<file path="config.mk">
export PLATFORM = sky130hd
export DESIGN_NAME = uls_line_status
export DESIGN_NICKNAME = d
export VERILOG_FILES = /design/src/uls_pkg.sv /design/src/uls_line_status.sv
export VERILOG_INCLUDE_DIRS = /design/src
export SDC_FILE = /design/constraint.sdc
export NUM_CORES = 1
export LEC_CHECK = 0
export BUFFER_PORTS_ARGS = -buffer_cell sky130_fd_sc_hd__buf_2
export CAP_MARGIN = 20
export CORE_UTILIZATION = 45
export CTS_CLUSTER_DIAMETER = 40
export CTS_CLUSTER_SIZE = 12
export DETAILED_ROUTE_END_ITERATION = 10
export GPL_ROUTABILITY_DRIVEN = 0
export GPL_TIMING_DRIVEN = 0
export PLACE_DENSITY = 0.59
export SLEW_MARGIN = 20
export SYNTH_ARGS = -nofsm -noshare
export SYNTH_HDL_FRONTEND = slang
export SYNTH_SLANG_ARGS = --single-unit
</file>
<file path="constraint.sdc">
create_clock -name i_clk -period 3.5 [get_ports i_clk]
set_input_delay 0.175 -clock i_clk [delete_from_list [all_inputs] [get_ports i_clk]]
set_output_delay 0.175 -clock i_clk [all_outputs]
set_load 0.03 [all_outputs]
</file>
<file path="src/uls_regs.svh">
`ifndef ULS_REGS_SVH
`define ULS_REGS_SVH

// Register addresses on the plain port
`define ULS_A_DATA 3'h0
`define ULS_A_IER 3'h1
`define ULS_A_IIR_FCR 3'h2
`define ULS_A_LINE_CFG 3'h3
`define ULS_A_DIV_LO 3'h4
`define ULS_A_LSR 3'h5
`define ULS_A_DIV_HI 3'h6

// Line status bit positions
`define ULS_LSR_DR 0
`define ULS_LSR_OE 1
`define ULS_LSR_PE 2
`define ULS_LSR_FE 3
`define ULS_LSR_BI 4
`define ULS_LSR_HOLDING_EMPTY 5
`define ULS_LSR_TRANSMITTER_EMPTY 6
`define ULS_LSR_ERRSUM 7

// FIFO control bit positions
`define ULS_FCR_EN 0
`define ULS_FCR_RXCLR 1
`define ULS_FCR_TXCLR 2
`define ULS_FCR_TRIG_LO 6
`define ULS_FCR_TRIG_HI 7

// Interrupt enable and line config bit positions
`define ULS_IER_RDA 0
`define ULS_IER_HOLDING_EMPTY 1
`define ULS_IER_RLS 2
`define ULS_CFG_PEN 0
`define ULS_CFG_EPS 1

// Receive trigger levels in bytes
`define ULS_TRIG_1 5'h01
`define ULS_TRIG_4 5'h04
`define ULS_TRIG_8 5'h08
`define ULS_TRIG_14 5'h0e

// Identification values
`define ULS_IIR_NONE 8'h01
`define ULS_IIR_HOLDING_EMPTY 8'h02
`define ULS_IIR_RDA 8'h04
`define ULS_IIR_RLS 8'h06
`define ULS_IIR_FIFO 8'hc0

// Oversampling: last tick of a bit, last tick of half a bit
`define ULS_OVS_LAST 4'hf
`define ULS_OVS_MID 4'h7
`define ULS_BIT_LAST 3'h7

// Reset values
`define ULS_DIV_RST 16'h0001
`define ULS_IER_RST 3'h0
`define ULS_CFG_RST 2'h0
`define ULS_TRIG_RST 2'h0

`endif

</file>
<file path="src/uls_pkg.sv">
package uls_pkg;

  // One receive queue entry: character plus its own error marks
  typedef struct packed {
    logic brk;
    logic frm;
    logic par;
    logic [7:0] data;
  } uls_rx_entry_t;

  // Register port request
  typedef struct packed {
    logic [2:0] addr;
    logic [7:0] wdata;
    logic wr;
    logic rd;
  } uls_bus_req_t;

  typedef enum logic [2:0] {RX_IDLE, RX_START, RX_DATA, RX_PAR, RX_STOP, RX_BRK} uls_rx_state_t;
  typedef enum logic [2:0] {TX_IDLE, TX_START, TX_DATA, TX_PAR, TX_STOP} uls_tx_state_t;

endpackage

</file>
<file path="src/uls_line_status.sv">
// The implementer's own choices: the plain strobed port and the placing of the registers.
`timescale 1ns/1ns
`include "uls_regs.svh"
// How it works
// FIFO mode: error summary bit high while any error entry sits in queue.
// Transmitter empty only when queue or holding and shift register are empty.
// Holding empty sets when character moves to shifter, clears on write.
// Holding empty with its enable raises the interrupt request.
// Overrun, parity, framing or break with enable raises line status interrupt.
// Break flag sets on input low a whole frame; status read clears.
// Break loads one character; restart needs input high half a bit.
// Framing flag sets on low first stop bit; status read clears.
// After framing error the low level is taken as next start bit.
// Parity flag sets on parity check failure per even select; read clears.
// FIFO mode errors travel with their character, shown at queue head.
// Overrun flag sets when unread character is lost; status read clears.
// FIFO mode overrun only when full; new character dropped, flag immediate.
// Data ready sets when character stored, clears when data read.
// Software treats line status as read-only; writes are ignored here.
// FIFO control is write-only, shares address with read-only identification.
// Bits 7:6 pick trigger 1, 4, 8 or 14; level raises data interrupt.
// Control bit 2 empties transmit queue, shifter kept, self-clearing.
// Control bit 1 empties receive queue, shifter kept, self-clearing.
// Bit 0 enables queues; any mode change discards both queues.
// Other control bits ignored unless FIFO enable already set.
// Control bit 3 and reserved bits 4, 5 change nothing.
// Enable bit 2 gates line status, bit 1 gates holding empty interrupt.
// Status read clears only flags shown in that read; later sets survive.
module uls_line_status #(
  parameter int DEPTH = 16
) (
  input wire logic i_clk,
  input wire logic i_rst,
  input wire logic [2:0] i_addr,
  input wire logic [7:0] i_wdata,
  input wire logic i_wr,
  input wire logic i_rd,
  input wire logic i_serial_input,
  output logic [7:0] o_rdata,
  output logic o_serial_output,
  output logic o_irq
);

  localparam int CW = $clog2(DEPTH + 1);
  localparam int PW = $clog2(DEPTH);
  localparam logic [CW-1:0] FULL_CNT = CW'(DEPTH);
  localparam logic [CW-1:0] ONE_CNT = CW'(1);

  // Wanted parity bit for a character
  function automatic logic par_bit(input logic [7:0] d, input logic even);
    par_bit = even ? ^d : ~^d;
  endfunction

  // Trigger code to byte count
  function automatic logic [4:0] trig_level(input logic [1:0] code);
    case (code)
      2'h0: trig_level = `ULS_TRIG_1;
      2'h1: trig_level = `ULS_TRIG_4;
      2'h2: trig_level = `ULS_TRIG_8;
      default: trig_level = `ULS_TRIG_14;
    endcase
  endfunction

  ////////////////////////////////////////////////////////////////////////////
  // Register port decode
  uls_pkg::uls_bus_req_t bus;
  assign bus = '{addr: i_addr, wdata: i_wdata, wr: i_wr, rd: i_rd};

  logic [15:0] div_q;
  logic [2:0] ier_q;
  logic [1:0] cfg_q;
  logic fifo_en_q;
  logic [1:0] trig_q;

  wire fcr_wr = bus.wr && bus.addr == `ULS_A_IIR_FCR;
  wire mode_chg = fcr_wr && (bus.wdata[`ULS_FCR_EN] != fifo_en_q);
  wire fcr_live = fcr_wr && fifo_en_q;
  wire rx_clear = mode_chg || (fcr_live && bus.wdata[`ULS_FCR_RXCLR]);
  wire tx_clear = mode_chg || (fcr_live && bus.wdata[`ULS_FCR_TXCLR]);
  wire lsr_rd = bus.rd && bus.addr == `ULS_A_LSR;
  wire data_rd = bus.rd && bus.addr == `ULS_A_DATA;
  wire data_wr = bus.wr && bus.addr == `ULS_A_DATA;

  // Control registers; clear bits are never stored, so they self-clear
  always_ff @(posedge i_clk) begin
    if (i_rst) begin
      div_q <= `ULS_DIV_RST;
      ier_q <= `ULS_IER_RST;
      cfg_q <= `ULS_CFG_RST;
      fifo_en_q <= 1'b0;
      trig_q <= `ULS_TRIG_RST;
    end else begin
      if (bus.wr && bus.addr == `ULS_A_DIV_LO) div_q[7:0] <= bus.wdata;
      if (bus.wr && bus.addr == `ULS_A_DIV_HI) div_q[15:8] <= bus.wdata;
      if (bus.wr && bus.addr == `ULS_A_IER) ier_q <= bus.wdata[2:0];
      if (bus.wr && bus.addr == `ULS_A_LINE_CFG) cfg_q <= bus.wdata[1:0];
      if (fcr_wr) fifo_en_q <= bus.wdata[`ULS_FCR_EN];
      // Bits 3..5 have no home at all
      if (fcr_live) trig_q <= bus.wdata[`ULS_FCR_TRIG_HI:`ULS_FCR_TRIG_LO]; // see R17
    end
  end

  ////////////////////////////////////////////////////////////////////////////
  // 16x bit-rate enable; divisor zero behaves as one
  logic [15:0] div_cnt_q;
  logic tick_q;
  wire div_end = div_cnt_q + 16'h0001 >= div_q;

  always_ff @(posedge i_clk) begin
    if (i_rst) begin
      div_cnt_q <= 16'h0000;
      tick_q <= 1'b0;
    end else begin
      div_cnt_q <= div_end ? 16'h0000 : div_cnt_q + 16'h0001;
      tick_q <= div_end;
    end
  end

  // Serial input synchroniser; a change counts once stages 2 and 3 agree
  logic sin_s1_q, sin_s2_q, sin_s3_q, sin_q;
  always_ff @(posedge i_clk) begin
    if (i_rst) begin
      sin_s1_q <= 1'b1;
      sin_s2_q <= 1'b1;
      sin_s3_q <= 1'b1;
      sin_q <= 1'b1;
    end else begin
      sin_s1_q <= i_serial_input;
      sin_s2_q <= sin_s1_q;
      sin_s3_q <= sin_s2_q;
      if (sin_s2_q == sin_s3_q) sin_q <= sin_s3_q;
    end
  end

  ////////////////////////////////////////////////////////////////////////////
  // Receiver: start checked mid-bit, data sampled once per bit
  uls_pkg::uls_rx_state_t rx_state_q;
  logic [3:0] rx_ovs_q;
  logic [2:0] rx_bit_q;
  logic [7:0] rx_sh_q;
  logic rx_pbit_q;
  logic rx_done_q;
  uls_pkg::uls_rx_entry_t rx_entry_q;

  wire rx_mid = rx_ovs_q == `ULS_OVS_MID;
  wire rx_last = rx_ovs_q == `ULS_OVS_LAST;
  wire pen = cfg_q[`ULS_CFG_PEN];
  wire eps = cfg_q[`ULS_CFG_EPS];
  wire stop_low = !sin_q;
  wire all_zero = rx_sh_q == 8'h00 && !(pen && rx_pbit_q);
  wire rx_brk = stop_low && all_zero;
  wire rx_par_bad = pen && (rx_pbit_q != par_bit(rx_sh_q, eps));

  always_ff @(posedge i_clk) begin
    if (i_rst) begin
      rx_state_q <= uls_pkg::RX_IDLE;
      rx_ovs_q <= 4'h0;
      rx_bit_q <= 3'h0;
      rx_sh_q <= 8'h00;
      rx_pbit_q <= 1'b0;
      rx_done_q <= 1'b0;
      rx_entry_q <= '0;
    end else begin
      rx_done_q <= 1'b0;
      if (tick_q) begin
        rx_ovs_q <= rx_ovs_q + 4'h1;
        case (rx_state_q)
          uls_pkg::RX_IDLE: begin
            rx_ovs_q <= 4'h0;
            if (!sin_q) rx_state_q <= uls_pkg::RX_START;
          end
          uls_pkg::RX_START: begin
            if (rx_mid) begin
              rx_ovs_q <= 4'h0;
              rx_bit_q <= 3'h0;
              rx_state_q <= sin_q ? uls_pkg::RX_IDLE : uls_pkg::RX_DATA;
            end
          end
          uls_pkg::RX_DATA: begin
            if (rx_last) begin
              rx_sh_q <= {sin_q, rx_sh_q[7:1]};
              rx_bit_q <= rx_bit_q + 3'h1;
              if (rx_bit_q == `ULS_BIT_LAST) rx_state_q <= pen ? uls_pkg::RX_PAR : uls_pkg::RX_STOP;
            end
          end
          uls_pkg::RX_PAR: begin
            if (rx_last) begin
              rx_pbit_q <= sin_q;
              rx_state_q <= uls_pkg::RX_STOP;
            end
          end
          uls_pkg::RX_STOP: begin
            if (rx_last) begin
              rx_done_q <= 1'b1;
              rx_entry_q <= '{brk: rx_brk, frm: stop_low, par: rx_par_bad, data: rx_sh_q};
              rx_ovs_q <= 4'h0;
              // Break waits for idle; framing slip retries low as a start
              if (rx_brk) rx_state_q <= uls_pkg::RX_BRK;
              else if (stop_low) rx_state_q <= uls_pkg::RX_START;
              else rx_state_q <= uls_pkg::RX_IDLE;
            end
          end
          uls_pkg::RX_BRK: begin
            if (!sin_q) rx_ovs_q <= 4'h0;
            else if (rx_mid) rx_state_q <= uls_pkg::RX_IDLE;
          end
          default: rx_state_q <= uls_pkg::RX_IDLE;
        endcase
      end
    end
  end

  ////////////////////////////////////////////////////////////////////////////
  // Receive queue; without FIFO mode it holds a single character
  uls_pkg::uls_rx_entry_t rx_mem [DEPTH];
  logic [PW-1:0] rx_wp_q, rx_rp_q;
  logic [CW-1:0] rx_cnt_q, err_cnt_q;

  wire [CW-1:0] rx_cap = fifo_en_q ? FULL_CNT : ONE_CNT;
  wire rx_pop = data_rd && rx_cnt_q != '0;
  wire rx_full = rx_cnt_q == rx_cap && !rx_pop;
  wire rx_push = rx_done_q && !rx_full && !rx_clear;
  wire rx_over = rx_done_q && rx_full && !rx_clear; // see R12
  wire rx_ovwr = rx_over && !fifo_en_q; // single buffer loses old character
  wire [PW-1:0] rx_rp_nx = rx_rp_q + PW'(1);
  wire uls_pkg::uls_rx_entry_t rx_head = rx_mem[rx_rp_q];
  wire in_err = rx_entry_q.brk | rx_entry_q.frm | rx_entry_q.par;
  wire head_err = rx_head.brk | rx_head.frm | rx_head.par;
  wire [CW-1:0] err_up = CW'(rx_push && in_err) + CW'(rx_ovwr && in_err);
  wire [CW-1:0] err_dn = CW'(rx_pop && head_err) + CW'(rx_ovwr && head_err);

  // New head appears: first push, pop onto waiting entry, or overwrite
  wire head_new = (rx_push && (rx_cnt_q == '0 || (rx_pop && rx_cnt_q == ONE_CNT)))
                  || (rx_pop && rx_cnt_q > ONE_CNT) || rx_ovwr;
  wire uls_pkg::uls_rx_entry_t head_nx = (rx_pop && rx_cnt_q > ONE_CNT) ? rx_mem[rx_rp_nx]
                                                                         : rx_entry_q;

  always_ff @(posedge i_clk) begin
    if (rx_push) rx_mem[rx_wp_q] <= rx_entry_q;
    if (rx_ovwr) rx_mem[rx_rp_q] <= rx_entry_q;
  end

  // Pointers and counts; clear leaves the receive shifter alone
  always_ff @(posedge i_clk) begin
    if (i_rst || rx_clear) begin
      rx_wp_q <= '0;
      rx_rp_q <= '0;
      rx_cnt_q <= '0;
      err_cnt_q <= '0;
    end else begin
      if (rx_push) rx_wp_q <= rx_wp_q + PW'(1);
      if (rx_pop) rx_rp_q <= rx_rp_nx;
      rx_cnt_q <= rx_cnt_q + CW'(rx_push) - CW'(rx_pop);
      err_cnt_q <= err_cnt_q + err_up - err_dn;
    end
  end

  ////////////////////////////////////////////////////////////////////////////
  // Sticky error flags: parity, framing and break loaded from the head entry, overrun from the queue; set beats read clear
  logic oe_q, pe_q, fe_q, bi_q;
  always_ff @(posedge i_clk) begin
    if (i_rst) begin
      oe_q <= 1'b0;
      pe_q <= 1'b0;
      fe_q <= 1'b0;
      bi_q <= 1'b0;
    end else begin
      oe_q <= rx_over | (oe_q & ~lsr_rd); // see R12
      pe_q <= (head_new & head_nx.par) | (pe_q & ~lsr_rd); // see R10
      fe_q <= (head_new & head_nx.frm) | (fe_q & ~lsr_rd); // see R08
      bi_q <= (head_new & head_nx.brk) | (bi_q & ~lsr_rd); // see R06
    end
  end

  ////////////////////////////////////////////////////////////////////////////
  // Transmit queue and shifter
  logic [7:0] tx_mem [DEPTH];
  logic [PW-1:0] tx_wp_q, tx_rp_q;
  logic [CW-1:0] tx_cnt_q;
  uls_pkg::uls_tx_state_t tx_state_q;
  logic [3:0] tx_ovs_q;
  logic [2:0] tx_bit_q;
  logic [7:0] tx_sh_q;
  logic tx_par_q, tx_out_q;

  wire tx_load = tx_state_q == uls_pkg::TX_IDLE && tx_cnt_q != '0;
  wire tx_wr = data_wr && (tx_cnt_q != rx_cap || tx_load); // full writes are dropped
  wire tx_bit_end = tick_q && tx_ovs_q == `ULS_OVS_LAST;
  wire holding_empty = tx_cnt_q == '0;
  wire transmitter_empty = holding_empty && tx_state_q == uls_pkg::TX_IDLE;

  always_ff @(posedge i_clk) begin
    if (tx_wr) tx_mem[tx_wp_q] <= bus.wdata;
  end

  always_ff @(posedge i_clk) begin
    if (i_rst || tx_clear) begin
      tx_wp_q <= '0;
      tx_rp_q <= '0;
      tx_cnt_q <= '0;
    end else begin
      if (tx_wr) tx_wp_q <= tx_wp_q + PW'(1);
      if (tx_load) tx_rp_q <= tx_rp_q + PW'(1);
      tx_cnt_q <= tx_cnt_q + CW'(tx_wr) - CW'(tx_load);
    end
  end

  // Frame sequencer; a queue clear never stops a frame in flight
  always_ff @(posedge i_clk) begin
    if (i_rst) begin
      tx_state_q <= uls_pkg::TX_IDLE;
      tx_ovs_q <= 4'h0;
      tx_bit_q <= 3'h0;
      tx_sh_q <= 8'h00;
      tx_par_q <= 1'b0;
      tx_out_q <= 1'b1;
    end else begin
      if (tick_q) tx_ovs_q <= tx_ovs_q + 4'h1;
      case (tx_state_q)
        uls_pkg::TX_IDLE: begin
          if (tx_load) begin
            tx_sh_q <= tx_mem[tx_rp_q];
            tx_par_q <= par_bit(tx_mem[tx_rp_q], eps);
            tx_ovs_q <= 4'h0;
            tx_out_q <= 1'b0;
            tx_state_q <= uls_pkg::TX_START;
          end
        end
        uls_pkg::TX_START: begin
          if (tx_bit_end) begin
            tx_out_q <= tx_sh_q[0];
            tx_bit_q <= 3'h0;
            tx_state_q <= uls_pkg::TX_DATA;
          end
        end
        uls_pkg::TX_DATA: begin
          if (tx_bit_end) begin
            tx_sh_q <= {1'b0, tx_sh_q[7:1]};
            tx_bit_q <= tx_bit_q + 3'h1;
            if (tx_bit_q != `ULS_BIT_LAST) tx_out_q <= tx_sh_q[1];
            else if (pen) begin
              tx_out_q <= tx_par_q;
              tx_state_q <= uls_pkg::TX_PAR;
            end else begin
              tx_out_q <= 1'b1;
              tx_state_q <= uls_pkg::TX_STOP;
            end
          end
        end
        uls_pkg::TX_PAR: begin
          if (tx_bit_end) begin
            tx_out_q <= 1'b1;
            tx_state_q <= uls_pkg::TX_STOP;
          end
        end
        uls_pkg::TX_STOP: begin
          if (tx_bit_end) tx_state_q <= uls_pkg::TX_IDLE;
        end
        default: tx_state_q <= uls_pkg::TX_IDLE;
      endcase
    end
  end

  ////////////////////////////////////////////////////////////////////////////
  // Status, identification and interrupt request
  wire err_sum = fifo_en_q && err_cnt_q != '0;
  wire dr = rx_cnt_q != '0;
  wire [7:0] lsr_val = {err_sum, transmitter_empty, holding_empty, bi_q, fe_q, pe_q, oe_q, dr};
  wire rls_pend = ier_q[`ULS_IER_RLS] && (oe_q | pe_q | fe_q | bi_q); // see R05
  wire rda_hit = fifo_en_q ? rx_cnt_q >= CW'(trig_level(trig_q)) : dr;
  wire rda_pend = ier_q[`ULS_IER_RDA] && rda_hit;
  wire holding_empty_pend = ier_q[`ULS_IER_HOLDING_EMPTY] && holding_empty; // see R04
  wire [7:0] iir_fifo = fifo_en_q ? `ULS_IIR_FIFO : 8'h00;
  wire [7:0] iir_id = rls_pend ? `ULS_IIR_RLS : rda_pend ? `ULS_IIR_RDA :
                      holding_empty_pend ? `ULS_IIR_HOLDING_EMPTY : `ULS_IIR_NONE;

  // Read mux; the status address ignores writes entirely
  logic [7:0] rdata_d;
  always_comb begin
    case (bus.addr)
      `ULS_A_DATA: rdata_d = dr ? rx_head.data : 8'h00;
      `ULS_A_IER: rdata_d = {5'h00, ier_q};
      `ULS_A_IIR_FCR: rdata_d = iir_fifo | iir_id;
      `ULS_A_LINE_CFG: rdata_d = {6'h00, cfg_q};
      `ULS_A_DIV_LO: rdata_d = div_q[7:0];
      `ULS_A_LSR: rdata_d = lsr_val; // see R15
      `ULS_A_DIV_HI: rdata_d = div_q[15:8];
      default: rdata_d = 8'h00;
    endcase
  end

  always_ff @(posedge i_clk) begin
    if (i_rst) begin
      o_rdata <= 8'h00;
      o_irq <= 1'b0;
    end else begin
      o_rdata <= bus.rd ? rdata_d : 8'h00;
      o_irq <= rls_pend | rda_pend | holding_empty_pend; // see R04
    end
  end

  assign o_serial_output = tx_out_q;
endmodule

</file>
# Yosys cells after proc, flatten, opt, wreduce, memory -nomap -nowiden
# Memories as Yosys holds them, arrays and structs flattened. A register that Yosys moved wholly into a read port is not among the register bits.
# Cells that the tools add are included.
# W data, S select, Z words.
totals:
  reg_bits: 140
  mem_bits_rw: 304
  inputBits: 16
  output_inout_bits: 10
  wordCells: 281
  memories: 2
mem_list:
  columns: ["memory", "words", "width", "read_ports", "rd_ports_with_merged_regs", "write_ports", "line", "source"]
  rows:
  - ["rx_mem", 16, 11, 2, 1, 1, "uls_line_status.sv:215", "uls_pkg::uls_rx_entry_t rx_mem [DEPTH];"]
  - ["tx_mem", 16, 8, 1, 1, 1, "uls_line_status.sv:277", "logic [7:0] tx_mem [DEPTH];"]
classes:
  addsub: 17
  magnitude_cmp: 3
  n_eq_ne: 42
  mux: 67
  bitwise_logic: 25
  n_reduce_logical: 84
ops:
  columns: ["op", "n"]
  rows:
  - ["$mux W3", 20]
  - ["$pmux W8 S7", 1]
  - ["$mux W4", 11]
  - ["$logic_and A1 B1 Y1", 38]
  - ["$mux W8", 4]
  - ["$ne A2 B2 Y1 const B", 14]
  - ["$add A4 B1 Y4 const B", 6]
  - ["$mux W11", 2]
  - ["$eq A3 B3 Y1 const B", 7]
  - ["$eq A3 B2 Y1 const B", 6]
  - ["$mux W1", 18]
  - ["$pmux W3 S6", 1]
  - ["$add A16 B1 Y16 const B", 1]
  - ["$ge A16 B16 Y1", 1]
  - ["$pmux W4 S4", 1]
  - ["$pmux W8 S2", 1]
  - ["$reduce_xnor A8 Y1", 2]
  - ["$reduce_xor A8 Y1", 2]
  - ["$pmux W3 S5", 1]
  - ["$reduce_and A3 Y1", 5]
  - ["$reduce_bool A5 Y1", 3]
  - ["$or A1 B1 Y1", 13]
  - ["$pmux W3 S2", 2]
  - ["$pmux W4 S3", 1]
  - ["other kinds (41)", 77]

# Logic depth before layout (Yosys ltp)
logic_depth:
  depth_word: 13
  mapped_depth: 17
  ltp_nobuf: 16

# Least setup slack after synthesis
# OpenSTA, ideal clock, no wires.
synth_path:
  kind: "flip-flop to flip-flop"
  from: "register with a tool-made name"
  to: "register err_cnt_q[2]"
  setup_ns: 0.115
  arrival_time_ns: 3.528
  t_required_ns: 3.385
  path_slack_ns: -0.143
  stages_incl_launch_ff: 12
  n_path_buf: 2
  period_less_slack_ns: 3.643
  path_cell_list: "dfxtp_1 > buf_1 > clkbuf_1 > a21oi_1 > mux4_2 > nor2_1 > fa_1 > fa_1 > inv_1 > ha_1 > fa_1 > and2_1"
synth_lines:
  columns: ["item", "line", "source"]
  rows:
  - ["to (signal assigned)", "uls_line_status.sv:254", "err_cnt_q <= err_cnt_q + err_up - err_dn;"]
  - ["to (decl)", "uls_line_status.sv:217", "logic [CW-1:0] rx_cnt_q, err_cnt_q;"]

==> reports/results.md <==
| Step | Result | Value |
| --- | --- | --- |
| detailed routing | Total wirelength of the detailed-routed design | 45,200 µm |
| clocking | CTS tree | yes |
| placement | Final HPWL DP | 30,500 µm |
| clocking | Clock Sink Count | 452 |
| floorplan | Initial Util | 0.460 |
| layout | Proportion of layout cells with a drive suffix above 1 | 0.179 |
| detailed routing | Remaining antenna violation count | 0 |
| pwr | Share of power burned in combinational logic | 0.147 |
| floorplan | Overall die area | 0.0441 mm² |
| global routing | Wire length of the first global-routing pass | 69,600 µm |
| sta | Final hold violation count | 0 |
| yosys | Synthesized cell area | 0.0195 mm² |
| critical path | Worst Path Required | 3960 ps |
| detailed routing | Violation count after the first detailed-route iteration | 1,017 |
| critical path | Data arrival time of the worst path | 3820 ps |
| yosys | Synth cell types | 57 |
| global routing | Leftover overflow at the end of global routing | 0 |
| critical path | Type of destination of the critical path | flop |
| yosys | Mapped Cells | 1,437 |
| pwr | Portion of total power attributed to the clock network | 0.459 |
| pwr | Sequential share of power | 0.394 |
| yosys | Yosys warnings | 0 |
| placement | Worst slack at placement | -622 ps |
| yosys | Cells taking the most area after synthesis | sky130_fd_sc_hd__edfxtp_1, sky130_fd_sc_hd__dfxtp_1, sky130_fd_sc_hd__mux4_2 |
| yosys | Synth Area per Inst | 13.5 µm² |
| detailed routing | Number of design rule violations left after detail routing | 0 |
| sta | Normalized max-slew margin | 0.331 |
| detailed routing | Via count | 11,900 |
| yosys | Synth area leader | sky130_fd_sc_hd__edfxtp_1 |
| placement | Port-buffer cells | 23 |
| critical path | Reg-to-reg slack, setup | 140 ps |
| pwr | Internal power consumption | 0.0112 W |
| yosys | Part of the Yosys area used for sequential elements | 0.621 |
| detailed routing | TritonRoute pass-1 iters | 5 |
| sta | Post-route setup slack | 140 ps |
| sta | Period utilisation layout | 0.960 |
| floorplan | Die span in y | 210 µm |
| sta | Maximum frequency from static timing analysis | 298 MHz |
| yosys | Post-synth top cells | sky130_fd_sc_hd__edfxtp_1, sky130_fd_sc_hd__nor2_1, sky130_fd_sc_hd__dfxtp_1 |
| pwr | Sw Pwr | 0.00389 W |
| clocking | Clock tree root driver cell | sky130_fd_sc_hd__clkbuf_16 |
| floorplan | I/O pin cnt | 26 |
| clocking | Maximum clock insertion buffer count | 3 |
| clocking | Clock-pin slew on the worst setup and hold paths | 50 ps |
| layout | Final design area excluding fillers | 0.0230 mm² |
| sta | Tmin final | 3360 ps |
| yosys | Area fraction of the dominant cell type after synthesis | 0.469 |
| clocking | Clock buffer count from CTS | 69 |
| global routing | Number of antenna violations at the first check in global routing | 3 |
| yosys | Yosys reg bits | 452 |
| floorplan | Placeable core region | 0.0423 mm² |
| floorplan | Row Count | 75 |
| detailed routing | Avg Vias per Cell | 5.47 |
| layout | Number of nets in the final layout | 1,621 |
| pwr | Cell Pwr Density | 658 mW/mm² |
| pwr | Peak supply drop | 0.402 mV |
| yosys | Syn Nets | 1,514 |
| clocking | Worst-Skew Late Latency | 600 ps |
| sta | Final slew viol count | 0 |
| yosys | Number of synthesized flops with an enable pin | 304 |
| job | Max-cap viol count | 0 |
| yosys | Share of synthesized registers carrying an async set or reset | 0 |
| global routing | Maximum number of pins on one net before global-route repair | 24 |
| sta | Count of endpoints failing setup in the final report | 0 |
| run status | Outcome | finished, final reports clean |
| critical path | Max Fanout on Critical Path | 10 |
| floorplan | Die X | 210 µm |
| sta | Hold slack final | 33.0 ps |
| layout | Area grow syn2layout | 18.0% |
| detailed routing | Routed len/inst | 20.8 µm |
| sta | Worst-case clock skew | 32.9 ps |
| sta | Slew of the pin with the lowest slew margin | 991 ps |
| global routing | GRT Resource Usage Total | 0.212 |
| global routing | Number of global-route vias before repair | 11,900 |
| pwr | LEAKAGE | 7.83 nW |
| clocking | Number of H-tree levels | 3 |
| sta | Unrepaired setup endpoints after global routing | yes |
| critical path | Critical path start-end classification | reg -> reg |
| yosys | Post-synth top flop | sky130_fd_sc_hd__edfxtp_1 |
| critical path | Type of origin of the critical path | flop |
| pwr | Switching part of the total power | 0.257 |
| min path | Type of the tightest min-delay check | in -> reg |
| placement | Placed Area | 0.0204 mm² |
| yosys | Top-count cell post-synth | sky130_fd_sc_hd__edfxtp_1 |
-- critical path, cell delays in order, from the launching register on --
cell and delay, ps:
sky130_fd_sc_hd__dfxtp_4 370, sky130_fd_sc_hd__buf_6 150, sky130_fd_sc_hd__buf_8 150, sky130_fd_sc_hd__a211oi_2 210, sky130_fd_sc_hd__a21oi_1 80, sky130_fd_sc_hd__mux4_2 580, sky130_fd_sc_hd__nor2_4 110, sky130_fd_sc_hd__fa_1 440
sky130_fd_sc_hd__fa_2 360, sky130_fd_sc_hd__inv_1 60, sky130_fd_sc_hd__ha_2 180, sky130_fd_sc_hd__fa_1 390, sky130_fd_sc_hd__and2_1 140
-- per-layer routing --
layer	vias up	track usage	part of all wire
met5	-	0	0.00020
met4	2	0.0773	0.026
met1	5930	0.279	0.43
li1	5585	-	-
met2	306	0.344	0.49
met3	97	0.0480	0.052
-- path summary, 6_finish.rpt --
kind / from / to / depth (start not counted)
worst max-delay path: flop / err_cnt_q[2]$_SDFF_PP0_ / 12
worst max register to register: flop / err_cnt_q[2]$_SDFF_PP0_ / 12
worst min-delay path: i_wdata[2] / div_q[2]$_SDFFE_PP0P_ / 3
worst min register to register: sin_s1_q$_SDFF_PP1_ / sin_s2_q$_SDFF_PP1_ / 1
-- area by class of cell --
class	count	area (µm²)
Clock inverter	48	504
Clock buffer	80	1840
Antenna cell	1	2.50
Sequential cell	452	12100
Buffer	68	359
Timing Repair Buffer	38	263
Fill cell	3442	19300
Inverter	64	240
Tap cell	577	722
Multi-Input combinational cell	851	6950
-- logic make-up (layout without fill, tap and decap cells) --
group | count (synthesis) | in the layout | synth area share
flip-flops | 452 | 452 | 0.621
AND/OR/NAND/NOR | 428 | 428 | 0.101
AO/OA/AOI/OAI | 187 | 187 | 0.0597
buffers and inverters | 134 | 298 | 0.0285
multiplexers | 123 | 123 | 0.124
adder cells (fa/ha/maj) | 61 | 61 | 0.0411
XOR/XNOR | 52 | 52 | 0.0242
other | 0 | 1 | 0
-- repair_timing --
item,4_1_cts,5_1_grt
hold endpoints to repair,3,0
setup endpoints to repair,18,118
gates cloned,0,1
pin swaps,1,3
resized for setup,20,32
hold buffers,3,0
setup buffers,1,5
-- state kept, by name (all words and copies together) (netlist names), 4 cells and up, named ones only --
| register | cells |
|---|---|
| err_cnt_q | 5 |
| tx_rp_q | 4 |
| rx_entry_q | 11 |
| tx_cnt_q | 5 |
| tx_ovs_q | 4 |
| rx_sh_q | 8 |
| div_q | 16 |
| rx_rp_q | 4 |
| rx_mem | 176 |
| rx_ovs_q | 4 |
| o_rdata | 8 |
| tx_wp_q | 4 |
| tx_mem | 128 |
| div_cnt_q | 16 |
| tx_sh_q | 8 |
| rx_wp_q | 4 |
| rx_cnt_q | 5 |
-- stage by stage --
stage | util | total power [W] | cells | setup TNS, ps
global route | 0.543 | 0.0157 | 2179 | -3.98
CTS | 0.540 | 0.0152 | 2173 | -56.7
floorplan | - | 0.00770 | 1437 | 0
finish | 0.543 | 0.0151 | 2179 | 0
global placement | 0.480 | 0.00822 | 2037 | -66620
detailed placement | 0.483 | 0.00825 | 2042 | -13650
-- power by group through the flow --
stage	clock network [W]	logic [W]	registers [W]
detailed placement	0	0.00220	0.00605
CTS	0.00703	0.00222	0.00595
floorplan	0	0.00167	0.00603
global route	0.00726	0.00248	0.00597
global placement	0	0.00217	0.00605
finish	0.00693	0.00222	0.00595
-- layout by cell type, fill, tap and decap left out, drive strengths merged, types with 56 or more instances in the layout --
cell type,n
edfxtp,304
nor2,168
dfxtp,148
clkbuf,126
nand2,99
mux4,89
a21oi,84
inv,72
buf,57
ha,56
(Power assumes the default switching activity.)
